[config.mk]
export PLATFORM = sky130hd
export DESIGN_NAME = lio_top
export DESIGN_NICKNAME = d
export VERILOG_FILES = /design/src/rtl/lio_pkg.sv /design/src/rtl/lio_sync.sv /design/src/rtl/lio_ahb.sv /design/src/rtl/lio_top.sv
export SDC_FILE = /design/constraint.sdc
export NUM_CORES = 1
export LEC_CHECK = 0
export BUFFER_PORTS_ARGS = -buffer_cell sky130_fd_sc_hd__buf_2
export CAP_MARGIN = 25
export CORE_MARGIN = 1
export CORE_UTILIZATION = 40
export DETAILED_ROUTE_END_ITERATION = 10
export GPL_TIMING_DRIVEN = 1
export SETUP_SLACK_MARGIN = 0.2
export SLEW_MARGIN = 25
export SYNTH_ARGS = -nofsm -noshare
export SYNTH_HDL_FRONTEND = slang
export SYNTH_HIERARCHICAL = 1
export SYNTH_SLANG_ARGS = --single-unit
[constraint.sdc]
create_clock -name hclk -period 3.95 [get_ports hclk]
set_input_delay 0.1975 -clock hclk [delete_from_list [all_inputs] [get_ports hclk]]
set_output_delay 0.1975 -clock hclk [all_outputs]
set_load 0.02 [all_outputs]
[src/rtl/lio_pkg.sv]
// Package for the labeler I/O supervision block: modes, layouts, counts.
// Assumes a 40 MHz system clock; all field inputs arrive active low.
package lio_pkg;

	localparam int CLK_HZ = 40000000;
	localparam int SPACING_MIN_MM = 10;
	localparam int SPACING_MAX_MM = 100;
	localparam logic [6:0] SPACING_RST = 7'h32;
	localparam int TIMER_W = 32;
	localparam logic [31:0] TIMER_MAX = 32'hFFFFFFFF;
	localparam int COUNT_W = 32;
	localparam int SYNC_STAGES = 2;

	typedef enum logic [1:0] {
		LIO_SPD_FIXED = 2'b00,
		LIO_SPD_MEASURE = 2'b01,
		LIO_SPD_INCR = 2'b10
	} lio_speed_mode_e;

	typedef enum logic [1:0] {
		LIO_MS_IDLE = 2'b00,
		LIO_MS_TIMING = 2'b01,
		LIO_MS_DONE = 2'b10
	} lio_meas_state_e;

	// Driver supervision lines as seen after synchronisation
	typedef struct packed {
		logic phase_short;
		logic overtemp;
		logic overvoltage;
		logic undervoltage;
	} lio_fault_s;

	// Register offsets on the AHB-Lite slave
	localparam logic [7:0] REG_CTRL = 8'h00;
	localparam logic [7:0] REG_STATUS = 8'h04;
	localparam logic [7:0] REG_SPACING = 8'h08;
	localparam logic [7:0] REG_INTERVAL = 8'h0C;
	localparam logic [7:0] REG_PULSES = 8'h10;
	localparam logic [7:0] REG_GOODS = 8'h14;
	localparam logic [7:0] REG_MSG = 8'h18;

	// CTRL fields
	localparam int CTRL_MODE_LSB = 0;
	localparam int CTRL_EXT_CNT = 2;
	localparam int CTRL_NONSTOP = 3;
	localparam int CTRL_DISPENSE = 4;
	localparam int CTRL_RUNKEY = 5;
	localparam int CTRL_CONFIRM = 6;
	localparam int CTRL_WARN_SET = 7;
	localparam int CTRL_ERR_SET = 8;
	localparam int CTRL_ARM_MEAS = 9;

	// STATUS fields
	localparam int ST_FAULT_LSB = 0;
	localparam int ST_HEALTHY = 4;
	localparam int ST_RUN = 5;
	localparam int ST_BUSY = 6;
	localparam int ST_WARN = 7;
	localparam int ST_ERR = 8;
	localparam int ST_MEAS_DONE = 9;
	localparam int ST_SPACING_BAD = 10;
	localparam int ST_LABEL_OK = 11;
	localparam int ST_MOTOR_EN = 12;

endpackage

[src/rtl/lio_sync.sv]
// Two-stage synchroniser with active-high output and edge pulse.
// Assumes an active-low field line; the edge is inactive-to-active.
`timescale 1ns/1ps
`default_nettype none
module lio_sync (
	input wire logic hclk,
	input wire logic hresetn,
	input wire logic ce,
	input wire logic line_n,
	output logic active,
	output logic rise
);
	logic meta_r, meta_nxt;
	logic sync_r, sync_nxt;
	logic prev_r, prev_nxt;

	always_comb begin
		meta_nxt = meta_r;
		sync_nxt = sync_r;
		prev_nxt = prev_r;
		if (ce) begin
			meta_nxt = ~line_n;
			sync_nxt = meta_r;
			prev_nxt = sync_r;
		end
	end

	always_ff @(posedge hclk or negedge hresetn) begin
		if (!hresetn) begin
			meta_r <= 1'b0;
			sync_r <= 1'b0;
			prev_r <= 1'b0;
		end else begin
			meta_r <= meta_nxt;
			sync_r <= sync_nxt;
			prev_r <= prev_nxt;
		end
	end

	assign active = sync_r;
	assign rise = sync_r & ~prev_r & ce;
endmodule
`default_nettype wire

[src/rtl/lio_ahb.sv]
// AHB-Lite slave front end: latches the address phase, yields strobes.
// Assumes single word transfers, OKAY response; a read right after a
// write waits one cycle, every other transfer has zero wait states.
`timescale 1ns/1ps
`default_nettype none
module lio_ahb (
	input wire logic hclk,
	input wire logic hresetn,
	input wire logic ce,
	input wire logic hsel,
	input wire logic [31:0] haddr,
	input wire logic [1:0] htrans,
	input wire logic hwrite,
	input wire logic [2:0] hsize,
	input wire logic hready,
	output logic hreadyout,
	output logic hresp,
	output logic wr_en,
	output logic rd_en,
	output logic [7:0] addr
);
	logic wpend_r, wpend_nxt;
	logic [7:0] addr_r, addr_nxt;
	logic take;
	logic stall;

	// A read right behind a write would steal addr from the pending write;
	// one wait state lets the write land on its own address first
	assign stall = wpend_r & hsel & htrans[1] & ~hwrite;
	// Only NONSEQ/SEQ of a whole word are taken
	assign take = hsel & hready & htrans[1] & (hsize == 3'h2) & ce &
		~stall;

	always_comb begin
		wpend_nxt = wpend_r;
		addr_nxt = addr_r;
		if (ce) begin
			wpend_nxt = take & hwrite;
			if (take) begin
				addr_nxt = haddr[7:0];
			end
		end
	end

	always_ff @(posedge hclk or negedge hresetn) begin
		if (!hresetn) begin
			wpend_r <= 1'b0;
			addr_r <= 8'h00;
		end else begin
			wpend_r <= wpend_nxt;
			addr_r <= addr_nxt;
		end
	end

	// Reads decode on the address phase so data is ready next cycle
	assign rd_en = take & ~hwrite;
	assign wr_en = wpend_r & ce;
	assign addr = rd_en ? haddr[7:0] : addr_r;
	assign hreadyout = ~stall;
	assign hresp = 1'b0;
endmodule
`default_nettype wire

[src/rtl/lio_top.sv]
// Labeler I/O supervision: driver faults, scanners, counter, run/stop.
// Assumes field lines active low, power-on reset only on hresetn.
//
// Chosen here: the AHB-Lite register port and the placing of the registers.
`timescale 1ns/1ps
`default_nettype none
// Contract
// RL1 - Separate flag per driver fault condition
// RL2 - Healthy only when fault-free, supply good
// RL3 - Any fault de-energises motor, drops healthy
// RL4 - Faults latch; cleared by power cycle only
// RL5 - Motion output asserted exactly while dispensing
// RL6 - Peripheral busy inhibits labelling, posts message
// RL7 - Sensors pull low active, release inactive
// RL8 - Goods scanner detects goods; speed scanner measures
// RL9 - Fixed mode ignores speed scanner entirely
// RL10 - Spacing accepted only within 10..100 mm
// RL11 - Time speed edge to goods edge
// RL12 - Incremental mode counts encoder pulses
// RL13 - Count input counts in nonstop or external
// RL14 - External stop edge toggles run/stop
// RL15 - Status relays follow current run mode
// RL16 - Toggle never resets or pauses counter
// RL17 - Toggle leaves pending messages active
// RL18 - Field inputs pass two-stage synchroniser
// RL19 - Toggle only on inactive-to-active edge
// RL20 - Messages clear after cause gone plus confirm
module lio_top (
	input wire logic hclk,
	input wire logic hresetn,
	input wire logic ce,
	input wire logic hsel,
	input wire logic [31:0] haddr,
	input wire logic [1:0] htrans,
	input wire logic hwrite,
	input wire logic [2:0] hsize,
	input wire logic [31:0] hwdata,
	input wire logic hready,
	output logic hreadyout,
	output logic hresp,
	output logic [31:0] hrdata,
	input wire logic drv_short_n,
	input wire logic drv_overtemp_n,
	input wire logic drv_overvolt_n,
	input wire logic drv_undervolt_n,
	input wire logic drv_supply_ok_n,
	input wire logic speed_scanner_in_n,
	input wire logic goods_scanner_in_n,
	input wire logic goods_count_in_n,
	input wire logic ext_stop_in_n,
	input wire logic periph_ready_in_n,
	output logic driver_healthy_flag,
	output logic phase_short_flag,
	output logic overtemp_flag,
	output logic overvoltage_flag,
	output logic undervoltage_flag,
	output logic motor_enable,
	output logic motion_out,
	output logic run_relay_out,
	output logic warning_relay_out,
	output logic error_relay_out
);
	// Synchronised field inputs
	logic [9:0] line_n, act, rise;
	lio_pkg::lio_fault_s flt_now;
	logic supply_ok, speed_rise, goods_rise;
	logic count_rise, stop_rise, busy;

	assign line_n = {periph_ready_in_n, ext_stop_in_n, goods_count_in_n,
		goods_scanner_in_n, speed_scanner_in_n, drv_supply_ok_n,
		drv_undervolt_n, drv_overvolt_n, drv_overtemp_n, drv_short_n};

	// Fault, supply and busy lines are used as levels, scanner, count and stop lines as edges
	genvar gi;
	generate
		for (gi = 0; gi < 10; gi++) begin : g_sync
			lio_sync u_sync (
				.hclk(hclk),
				.hresetn(hresetn),
				.ce(ce),
				.line_n(line_n[gi]), // RL7 RL18
				.active(act[gi]),
				.rise(rise[gi])
			);
		end
	endgenerate

	assign flt_now = '{phase_short: act[0], overtemp: act[1],
		overvoltage: act[2], undervoltage: act[3]};
	assign supply_ok = act[4];
	assign speed_rise = rise[5];
	assign goods_rise = rise[6];
	assign count_rise = rise[7];
	assign stop_rise = rise[8]; // RL19
	assign busy = act[9];

	// Bus front end
	logic wr_en, rd_en;
	logic [7:0] addr;
	lio_ahb u_ahb (
		.hclk(hclk),
		.hresetn(hresetn),
		.ce(ce),
		.hsel(hsel),
		.haddr(haddr),
		.htrans(htrans),
		.hwrite(hwrite),
		.hsize(hsize),
		.hready(hready),
		.hreadyout(hreadyout),
		.hresp(hresp),
		.wr_en(wr_en),
		.rd_en(rd_en),
		.addr(addr)
	);

	function automatic logic [31:0] sat_inc(input logic [31:0] v);
		sat_inc = (v == lio_pkg::TIMER_MAX) ? v : v + 32'h00000001;
	endfunction

	// Strobe bits act only in the cycle a CTRL write lands
	function automatic logic ctrl_strobe(input logic wr,
		input logic [31:0] d, input int pos);
		ctrl_strobe = wr & d[pos];
	endfunction

	// Control state
	lio_pkg::lio_fault_s flt_r, flt_nxt;
	logic [1:0] mode_r, mode_nxt;
	logic ext_cnt_r, ext_cnt_nxt;
	logic nonstop_r, nonstop_nxt;
	logic dispense_r, dispense_nxt;
	logic run_r, run_nxt;
	logic warn_r, warn_nxt;
	logic err_r, err_nxt;
	logic [6:0] spacing_r, spacing_nxt;
	logic spacing_bad_r, spacing_bad_nxt;
	logic [31:0] goods_r, goods_nxt;
	logic [31:0] pulses_r, pulses_nxt;
	logic [31:0] timer_r, timer_nxt;
	logic [31:0] interval_r, interval_nxt;
	lio_pkg::lio_meas_state_e ms_r, ms_nxt;
	logic [31:0] rdata_r, rdata_nxt;

	logic any_fault, healthy, label_ok, wr_ctrl, wr_spc, run_key;
	logic [31:0] wd;
	logic [31:0] status;
	logic confirm, warn_set, err_set, arm_meas;
	logic pin_healthy, pin_motion;

	assign wd = hwdata;
	assign any_fault = |flt_r;
	assign healthy = ~any_fault & supply_ok; // RL2 RL3
	assign label_ok = run_r & healthy & ~busy; // RL6
	assign wr_ctrl = wr_en & (addr == lio_pkg::REG_CTRL);
	assign wr_spc = wr_en & (addr == lio_pkg::REG_SPACING);
	// Write-only strobes; reading CTRL never shows them
	assign run_key = ctrl_strobe(wr_ctrl, wd, lio_pkg::CTRL_RUNKEY);
	assign confirm = ctrl_strobe(wr_ctrl, wd, lio_pkg::CTRL_CONFIRM);
	assign warn_set = ctrl_strobe(wr_ctrl, wd, lio_pkg::CTRL_WARN_SET);
	assign err_set = ctrl_strobe(wr_ctrl, wd, lio_pkg::CTRL_ERR_SET);
	assign arm_meas = ctrl_strobe(wr_ctrl, wd, lio_pkg::CTRL_ARM_MEAS);
	// A fault seen this cycle drops the healthy and motor pins at once, not after latching
	assign pin_healthy = healthy & ~(|flt_now);
	assign pin_motion = label_ok & dispense_r;

	// Live view; relay and fault flag pins match it in step, the motion pin one cycle later
	assign status = {19'h00000, label_ok & dispense_r, label_ok,
		spacing_bad_r, (ms_r == lio_pkg::LIO_MS_DONE), err_r, warn_r,
		busy, run_r, healthy, flt_r};

	always_comb begin
		flt_nxt = flt_r;
		mode_nxt = mode_r;
		ext_cnt_nxt = ext_cnt_r;
		nonstop_nxt = nonstop_r;
		dispense_nxt = dispense_r;
		run_nxt = run_r;
		warn_nxt = warn_r;
		err_nxt = err_r;
		spacing_nxt = spacing_r;
		spacing_bad_nxt = spacing_bad_r;
		goods_nxt = goods_r;
		pulses_nxt = pulses_r;
		timer_nxt = timer_r;
		interval_nxt = interval_r;
		ms_nxt = ms_r;
		rdata_nxt = rdata_r;
		if (ce) begin
			// Only hresetn clears these; no bus write reaches them
			flt_nxt = flt_r | flt_now; // RL1 RL4
			if (wr_ctrl) begin
				mode_nxt = wd[lio_pkg::CTRL_MODE_LSB +: 2];
				ext_cnt_nxt = wd[lio_pkg::CTRL_EXT_CNT];
				nonstop_nxt = wd[lio_pkg::CTRL_NONSTOP];
				dispense_nxt = wd[lio_pkg::CTRL_DISPENSE];
			end
			// Toggle touches run only; counter and messages untouched
			if (stop_rise ^ run_key) begin
				run_nxt = ~run_r; // RL14 RL16 RL17
			end
			// Confirm clears only once the cause has gone; set wins
			if (confirm & ~busy) begin
				warn_nxt = 1'b0; // RL20
			end
			if (confirm & ~any_fault) begin
				err_nxt = 1'b0; // RL20
			end
			if (busy & run_r) begin
				warn_nxt = 1'b1; // RL6
			end
			if (warn_set) begin
				warn_nxt = 1'b1;
			end
			if (any_fault | err_set) begin
				err_nxt = 1'b1; // RL4
			end
			// A rejected value keeps the old spacing; only the flag tells
			if (wr_spc) begin
				if (wd >= 32'(lio_pkg::SPACING_MIN_MM) &&
					wd <= 32'(lio_pkg::SPACING_MAX_MM)) begin
					spacing_nxt = wd[6:0]; // RL10
					spacing_bad_nxt = 1'b0;
				end else begin
					spacing_bad_nxt = 1'b1; // RL10
				end
			end
			// Scanner counts goods unless the count input is the source
			if ((nonstop_r | ext_cnt_r) ? count_rise : goods_rise) begin
				goods_nxt = goods_r + 32'h00000001; // RL8 RL13
			end
			if (mode_r == lio_pkg::LIO_SPD_INCR && speed_rise) begin
				pulses_nxt = sat_inc(pulses_r); // RL12
			end
			if (mode_r == lio_pkg::LIO_SPD_MEASURE) begin
				case (ms_r) // RL11
				lio_pkg::LIO_MS_IDLE: begin
					if (speed_rise) begin
						timer_nxt = 32'h00000000;
						ms_nxt = lio_pkg::LIO_MS_TIMING;
					end
				end
				lio_pkg::LIO_MS_TIMING: begin
					// Saturates so a missed goods edge never wraps short
					timer_nxt = sat_inc(timer_r);
					if (goods_rise) begin
						interval_nxt = timer_r;
						ms_nxt = lio_pkg::LIO_MS_DONE;
					end
				end
				lio_pkg::LIO_MS_DONE: begin
					if (arm_meas) begin
						ms_nxt = lio_pkg::LIO_MS_IDLE;
					end
				end
				default: ms_nxt = lio_pkg::LIO_MS_IDLE;
				endcase
			end else begin
				ms_nxt = lio_pkg::LIO_MS_IDLE; // RL9
			end
			// Captured on the address phase; held until the next read
			if (rd_en) begin
				case (addr)
				lio_pkg::REG_CTRL: rdata_nxt = {27'h0000000, dispense_r,
					nonstop_r, ext_cnt_r, mode_r};
				lio_pkg::REG_STATUS: rdata_nxt = status;
				lio_pkg::REG_SPACING: rdata_nxt = {25'h0000000, spacing_r};
				lio_pkg::REG_INTERVAL: rdata_nxt = interval_r;
				lio_pkg::REG_PULSES: rdata_nxt = pulses_r;
				lio_pkg::REG_GOODS: rdata_nxt = goods_r;
				lio_pkg::REG_MSG: rdata_nxt = {30'h00000000, err_r, warn_r};
				default: rdata_nxt = 32'h00000000;
				endcase
			end
		end
	end

	always_ff @(posedge hclk or negedge hresetn) begin
		if (!hresetn) begin
			flt_r <= '0;
			mode_r <= 2'h0;
			ext_cnt_r <= 1'b0;
			nonstop_r <= 1'b0;
			dispense_r <= 1'b0;
			run_r <= 1'b0;
			warn_r <= 1'b0;
			err_r <= 1'b0;
			spacing_r <= lio_pkg::SPACING_RST;
			spacing_bad_r <= 1'b0;
			goods_r <= 32'h00000000;
			pulses_r <= 32'h00000000;
			timer_r <= 32'h00000000;
			interval_r <= 32'h00000000;
			ms_r <= lio_pkg::LIO_MS_IDLE;
			rdata_r <= 32'h00000000;
		end else begin
			flt_r <= flt_nxt;
			mode_r <= mode_nxt;
			ext_cnt_r <= ext_cnt_nxt;
			nonstop_r <= nonstop_nxt;
			dispense_r <= dispense_nxt;
			run_r <= run_nxt;
			warn_r <= warn_nxt;
			err_r <= err_nxt;
			spacing_r <= spacing_nxt;
			spacing_bad_r <= spacing_bad_nxt;
			goods_r <= goods_nxt;
			pulses_r <= pulses_nxt;
			timer_r <= timer_nxt;
			interval_r <= interval_nxt;
			ms_r <= ms_nxt;
			rdata_r <= rdata_nxt;
		end
	end

	// Pin outputs: registered, taken from next-state values and live fault lines, except motion from current state
	logic [9:0] pins_r, pins_nxt;
	always_comb begin
		pins_nxt = pins_r;
		if (ce) begin
			pins_nxt = {err_nxt, warn_nxt, run_nxt, // RL15
				pin_motion, // RL5
				pin_healthy, // RL3
				pin_healthy, // RL2
				flt_nxt};
		end
	end
	always_ff @(posedge hclk or negedge hresetn) begin
		if (!hresetn) begin
			pins_r <= 10'h000;
		end else begin
			pins_r <= pins_nxt;
		end
	end

	assign hrdata = rdata_r;
	assign {error_relay_out, warning_relay_out, run_relay_out,
		motion_out, motor_enable, driver_healthy_flag} = pins_r[9:4];
	assign phase_short_flag = pins_r[3];
	assign overtemp_flag = pins_r[2];
	assign overvoltage_flag = pins_r[1];
	assign undervoltage_flag = pins_r[0];
endmodule
`default_nettype wire

Word-level counts from Yosys, hierarchy flattened:

Index checks and enable logic that the tools add are counted.

* register bits: 225
* input bits: 85
* output and inout bits: 44
* logic and storage cells: 167

* add/subtract/negate cells: 3
* $lt $le $gt $ge: 2
* equal/unequal tests: 18
* muxes and demuxes: 22
* bitwise logic cells: 59
* reduce and logical (&&, ||, !) cells: 17

Operators with widths (count)
* case mux 32 bit (7 select lines): 1
* adder 32 x 1 -> 32 bit, second input constant: 3
* == test 32 bit, second input constant: 2
* 2-to-1 mux 32 bit: 2
* case mux 32 bit (2 select lines): 1
* AND 1 bit: 34
* >= comparator 32 x 4 -> 1 bit, second input constant: 1
* <= comparator 32 x 7 -> 1 bit, second input constant: 1
* == test 8 x 5 -> 1 bit, second input constant: 3
* NOT 1 bit: 21
* == test 8 x 4 -> 1 bit, second input constant: 2
* 2-to-1 mux 1 bit: 11
* AND reduction 2 bit: 5
* inequality test 3 bit, second input constant: 3
* == test 8 x 3 -> 1 bit, second input constant: 1
* logical NOT 8 bit: 1
* 2-to-1 mux 2 bit: 4
* 2-to-1 mux 8 bit: 1
* AND reduction 4 bit: 2
* OR reduction 4 bit: 2
* case mux 2 bit (3 select lines): 1
* AND reduction 3 bit: 2
* AND reduction 5 bit: 1
* == test 2 x 1 -> 1 bit, second input constant: 2
* 10 further kinds: 14

Longest topological paths before layout:

* depth after elaboration: 15
* gate-level depth with buffers: 11
* gate-level depth less buffers: 8

Cells and area by module:

Netlist, hierarchy kept.

Modules (own cells, without submodules)
* lio_top: times used 1, cells an instance 929, area an instance 9621.7 um2, seq. area each 4783.3 um2
* lio_sync: times used 10, cells an instance 10, area an instance 120.1 um2, seq. area each 75.1 um2
* lio_ahb: times used 1, cells an instance 39, area an instance 540.5 um2, seq. area each 225.2 um2

Worst setup path after synthesis:

No wires, ideal clock.

* path kind: input to register
* start point: in hsize[0]
* end point: reg spacing_r[0]
* library setup time: 0.125 ns
* arrival: 3.060 ns
* required time: 3.825 ns
* path slack: 0.766 ns
* cell stages on the path: 10
* buffers on the path: 2
* cell sequence: or3b_4 or4_4 buf_6 mux2_4 or4_1 buf_6 and4bb_4 and3_4 nand3_4 mux2_2

* cells in the longest elaborated chain, start to end: 9

Ends and longest elaborated chain
* start, declared: RTL line lio_top.sv:36 `input wire logic [2:0] hsize,`
* == test 3 x 2 -> 1 bit: RTL line lio_ahb.sv:31 `assign take = hsel & hready & htrans[1] & (hsize == 3'h2) & ce &`
* AND 1 bit (3 in a row): RTL line lio_ahb.sv:31
* AND 1 bit: RTL line lio_ahb.sv:56 `assign rd_en = take & ~hwrite;`
* 2-to-1 mux 8 bit: RTL line lio_ahb.sv:58 `assign addr = rd_en ? haddr[7:0] : addr_r;`
* net addr[1]: RTL line lio_top.sv:99 `logic [7:0] addr;`
* == test 8 x 4 -> 1 bit: RTL line lio_top.sv:156 `assign wr_spc = wr_en & (addr == lio_pkg::REG_SPACING);`
* AND 1 bit: RTL line lio_top.sv:156
* AND reduction 3 bit (no source line)
* end signal, assigned: RTL line lio_top.sv:288 `spacing_r <= lio_pkg::SPACING_RST;`
* end signal, assigned: RTL line lio_top.sv:305 `spacing_r <= spacing_nxt;`
* end, declared: RTL line lio_top.sv:136 `logic [6:0] spacing_r, spacing_nxt;`

The timed path passes the listed nets, and every way through them passes these cells.
A chain may end at the register's enable or synchronous reset.

Worst setup path in the final report:

* start point: reg u_ahb.wpend_r
* end point: reg rdata_r[15] (netlist: hrdata[15])

* cells in the longest elaborated chain, start to end: 9
* elaborated cells on any way between the ends: 16
* those cells by class: eq/ne (6); mux (2); bitwise (6); reduce/logical (2)

Ends and longest elaborated chain
* start, declared: RTL line lio_ahb.sv:22 `logic wpend_r, wpend_nxt;`
* start signal, assigned: RTL line lio_ahb.sv:50 `wpend_r <= wpend_nxt;`
* AND 1 bit * (3 in a row): RTL line lio_ahb.sv:29 `assign stall = wpend_r & hsel & htrans[1] & ~hwrite;`
* NOT 1 bit *: RTL line lio_ahb.sv:32 `~stall;`
* AND 1 bit *: RTL line lio_ahb.sv:31
* AND 1 bit *: RTL line lio_ahb.sv:56
* 2-to-1 mux 8 bit *: RTL line lio_ahb.sv:58
* net addr[1]: RTL line lio_top.sv:99
* == test 8 x 5 -> 1 bit, or another cell as far along: RTL line lio_top.sv:263 `case (addr)`
* case mux 32 bit (7 select lines) *: RTL line lio_top.sv:263
* end signal, assigned: RTL line lio_top.sv:312 `rdata_r <= rdata_nxt;`
* end, declared: RTL line lio_top.sv:143 `logic [31:0] rdata_r, rdata_nxt;`

The timed path passes the listed nets; every way through them passes the cells marked *.

==> out/qor.yml <==
outcome:
  outcome: "finished clean"
clock_tree:
  postCtsSetupBuffers: 0
  cts_htree_levels: 1
  cts.clk_slew.worst_paths_ns: 0.07
  hold_buffers: 29
  cts_resized: 0
  cts_tree: "yes"
  clock_sinks: 224
  cts_buffers: 26
  clockBufferDepth: 3
  root_buffer: "clkbuf_16"
  clock_latency_ns: 0.53
floorplanning:
  rows: 60
  chipHeight_um: 169
  ios: 129
  dieArea_mm2: 0.0285
  die_x_um: 169
  start_util_pct: 41.0
  core_mm2: 0.0271
cells_and_area:
  fill_cells: 2521
  drive_gt1_share_pct: 23.3
  area_delta_synth_final_pct: 18.8
  final_common_cell: "dfrtp_1"
  nets: 1259
  diodes: 0
  mostFrequentLayoutCells: "dfrtp_1 (221), buf_2 (101), nand2_1 (98), mux2_2 (60), nor2_1 (56)"
placed_design:
  port_buffers: 102
  dp_hpwl_um: 19300
  globalplace.congestion: 0.871
sta:
  hold_viol_final: 0
  fin_crit_sh_pct: 86.6
  finalSetupViolCount: 0
  relSlewSlack_pct: 35.0
  finClkSkew_ns: 0.0119
  min_period_ns: 3.42
  maxSlewViolCount: 0
  fin_tns_setup_ns: 0
  holdWs_ns: 0.0162
  worstMarginPinSlew_ns: 0.966
  fmax_mhz: 292
  rsz0062_at_grt: "no"
hold_path:
  hp-class: "in -> reg"
worst_setup_path:
  crit_arrival_ns: 3.88
  crit_buf_inv: 2
  cpMostUsedCell: "buf_4"
  worstSetupPathType: "reg -> reg"
  cp_top_family: "simple AND/OR/NAND/NOR gates"
  end_kind: "register"
  cp_slowest_stage_delay_ns: 0.68
  crit_chain: "or4_4 > mux2_4 > or4_1 > buf_4 > nor4_4 > buf_4 > a22o_1 > a21oi_1 > o21ai_1"
  worstPathRequired_ns: 4.40
  slowest_stage: "or4_1"
  crit_fanout: 25
  start_kind: "register"
route:
  avgRoutedWirePerCell_um: 17.8
  route.detailed.drc: 0
  wl_um: 27800
  routed-via-count: 8620
  viasPerCell: 5.52
  antenna_left: 0
  first_pass_iters: 5
  drt_iter0_markers: 583
global_route:
  grt_first_pass_wirelength_um: 45600
  grt_max_degree: 131
  antenna_found_initial: 0
  grt_use_total_pct: 20.0
  grt_pass1_vias: 8339
  grt-ovfl-total: 0
run:
  drv_cap: 0
yosys:
  syn_area_per_cell_um2: 10.7
  ys_warn_count: 6
  netlist_area_mm2: 0.0111
  synth_nets: 1126
  synthCells: 1038
power_and_ir_drop:
  peakVddDrop_mv: 0.285
  p_per_area_mw_per_mm2: 411
  power.leakage_nw: 5.97
where the power goes:
| group | switching (mW) | internal (mW) |
|---|---|---|
| Sequential | 0.121 | 2.40 |
| Clock | 0.956 | 1.45 |
| Combinational | 0.272 | 0.223 |
| Total | 1.35 | 4.07 |
final timing paths:
kind                                from  slack, ns                       to  depth (start not counted)
max                        u_ahb/wpend_r       0.53               hrdata[15]                          9
min in group asynchronous        hresetn       0.16              timer_r[24]                          2
max reg2reg                u_ahb/wpend_r       0.53               hrdata[15]                          9
min reg2reg                  goods_r[31]       0.47              goods_r[31]                          1
max in group asynchronous        hresetn       2.48  g_sync[0].u_sync/meta_r                          4
min                            hwdata[4]       0.02               dispense_r                          2
state kept, by name (all words and copies together) (netlist names), 9 cells and up:
| signal | flops |
|---|---|
| goods_r | 32 |
| interval_r | 32 |
| g_sync.u_sync/active | 10 |
| g_sync.u_sync/meta_r | 10 |
| hrdata | 32 |
| pulses_r | 32 |
| timer_r | 32 |
| pins_r | 9 |
per-layer routing:
metal	wire length (um)	global-route usage [%]
met5	0	0
met4	517	4.55
met3	1340	2.78
met2	13000	31.9
met1	12900	28.7
layout make-up:
class	count	area, um2	share of cell area (%)
flip-flops and latches	224	5610	42.5
multi-input cells	730	5140	38.9
repair buffers	152	988	7.49
clock buffers	37	753	5.71
well taps	372	465	3.53
inverters	37	139	1.05
clock inverters	11	109	0.825
stage by stage:
step | power, mW | util [%] | area (um2) | cells | worst slack, ns
2_1_floorplan | 2.83 | - | 11100 | 1038 | 0.766
3_3_place_gp | 3.02 | 44.4 | 12000 | 1485 | 0.390
3_5_place_dp | 3.03 | 44.4 | 12000 | 1485 | 0.371
4_1_cts | 5.48 | 48.6 | 13200 | 1562 | 0.548
5_1_grt | 5.64 | 48.7 | 13200 | 1563 | 0.381
6_report | 5.42 | 48.7 | 13200 | 1563 | 0.529
Note: power is estimated with default switching activity, not from simulation.
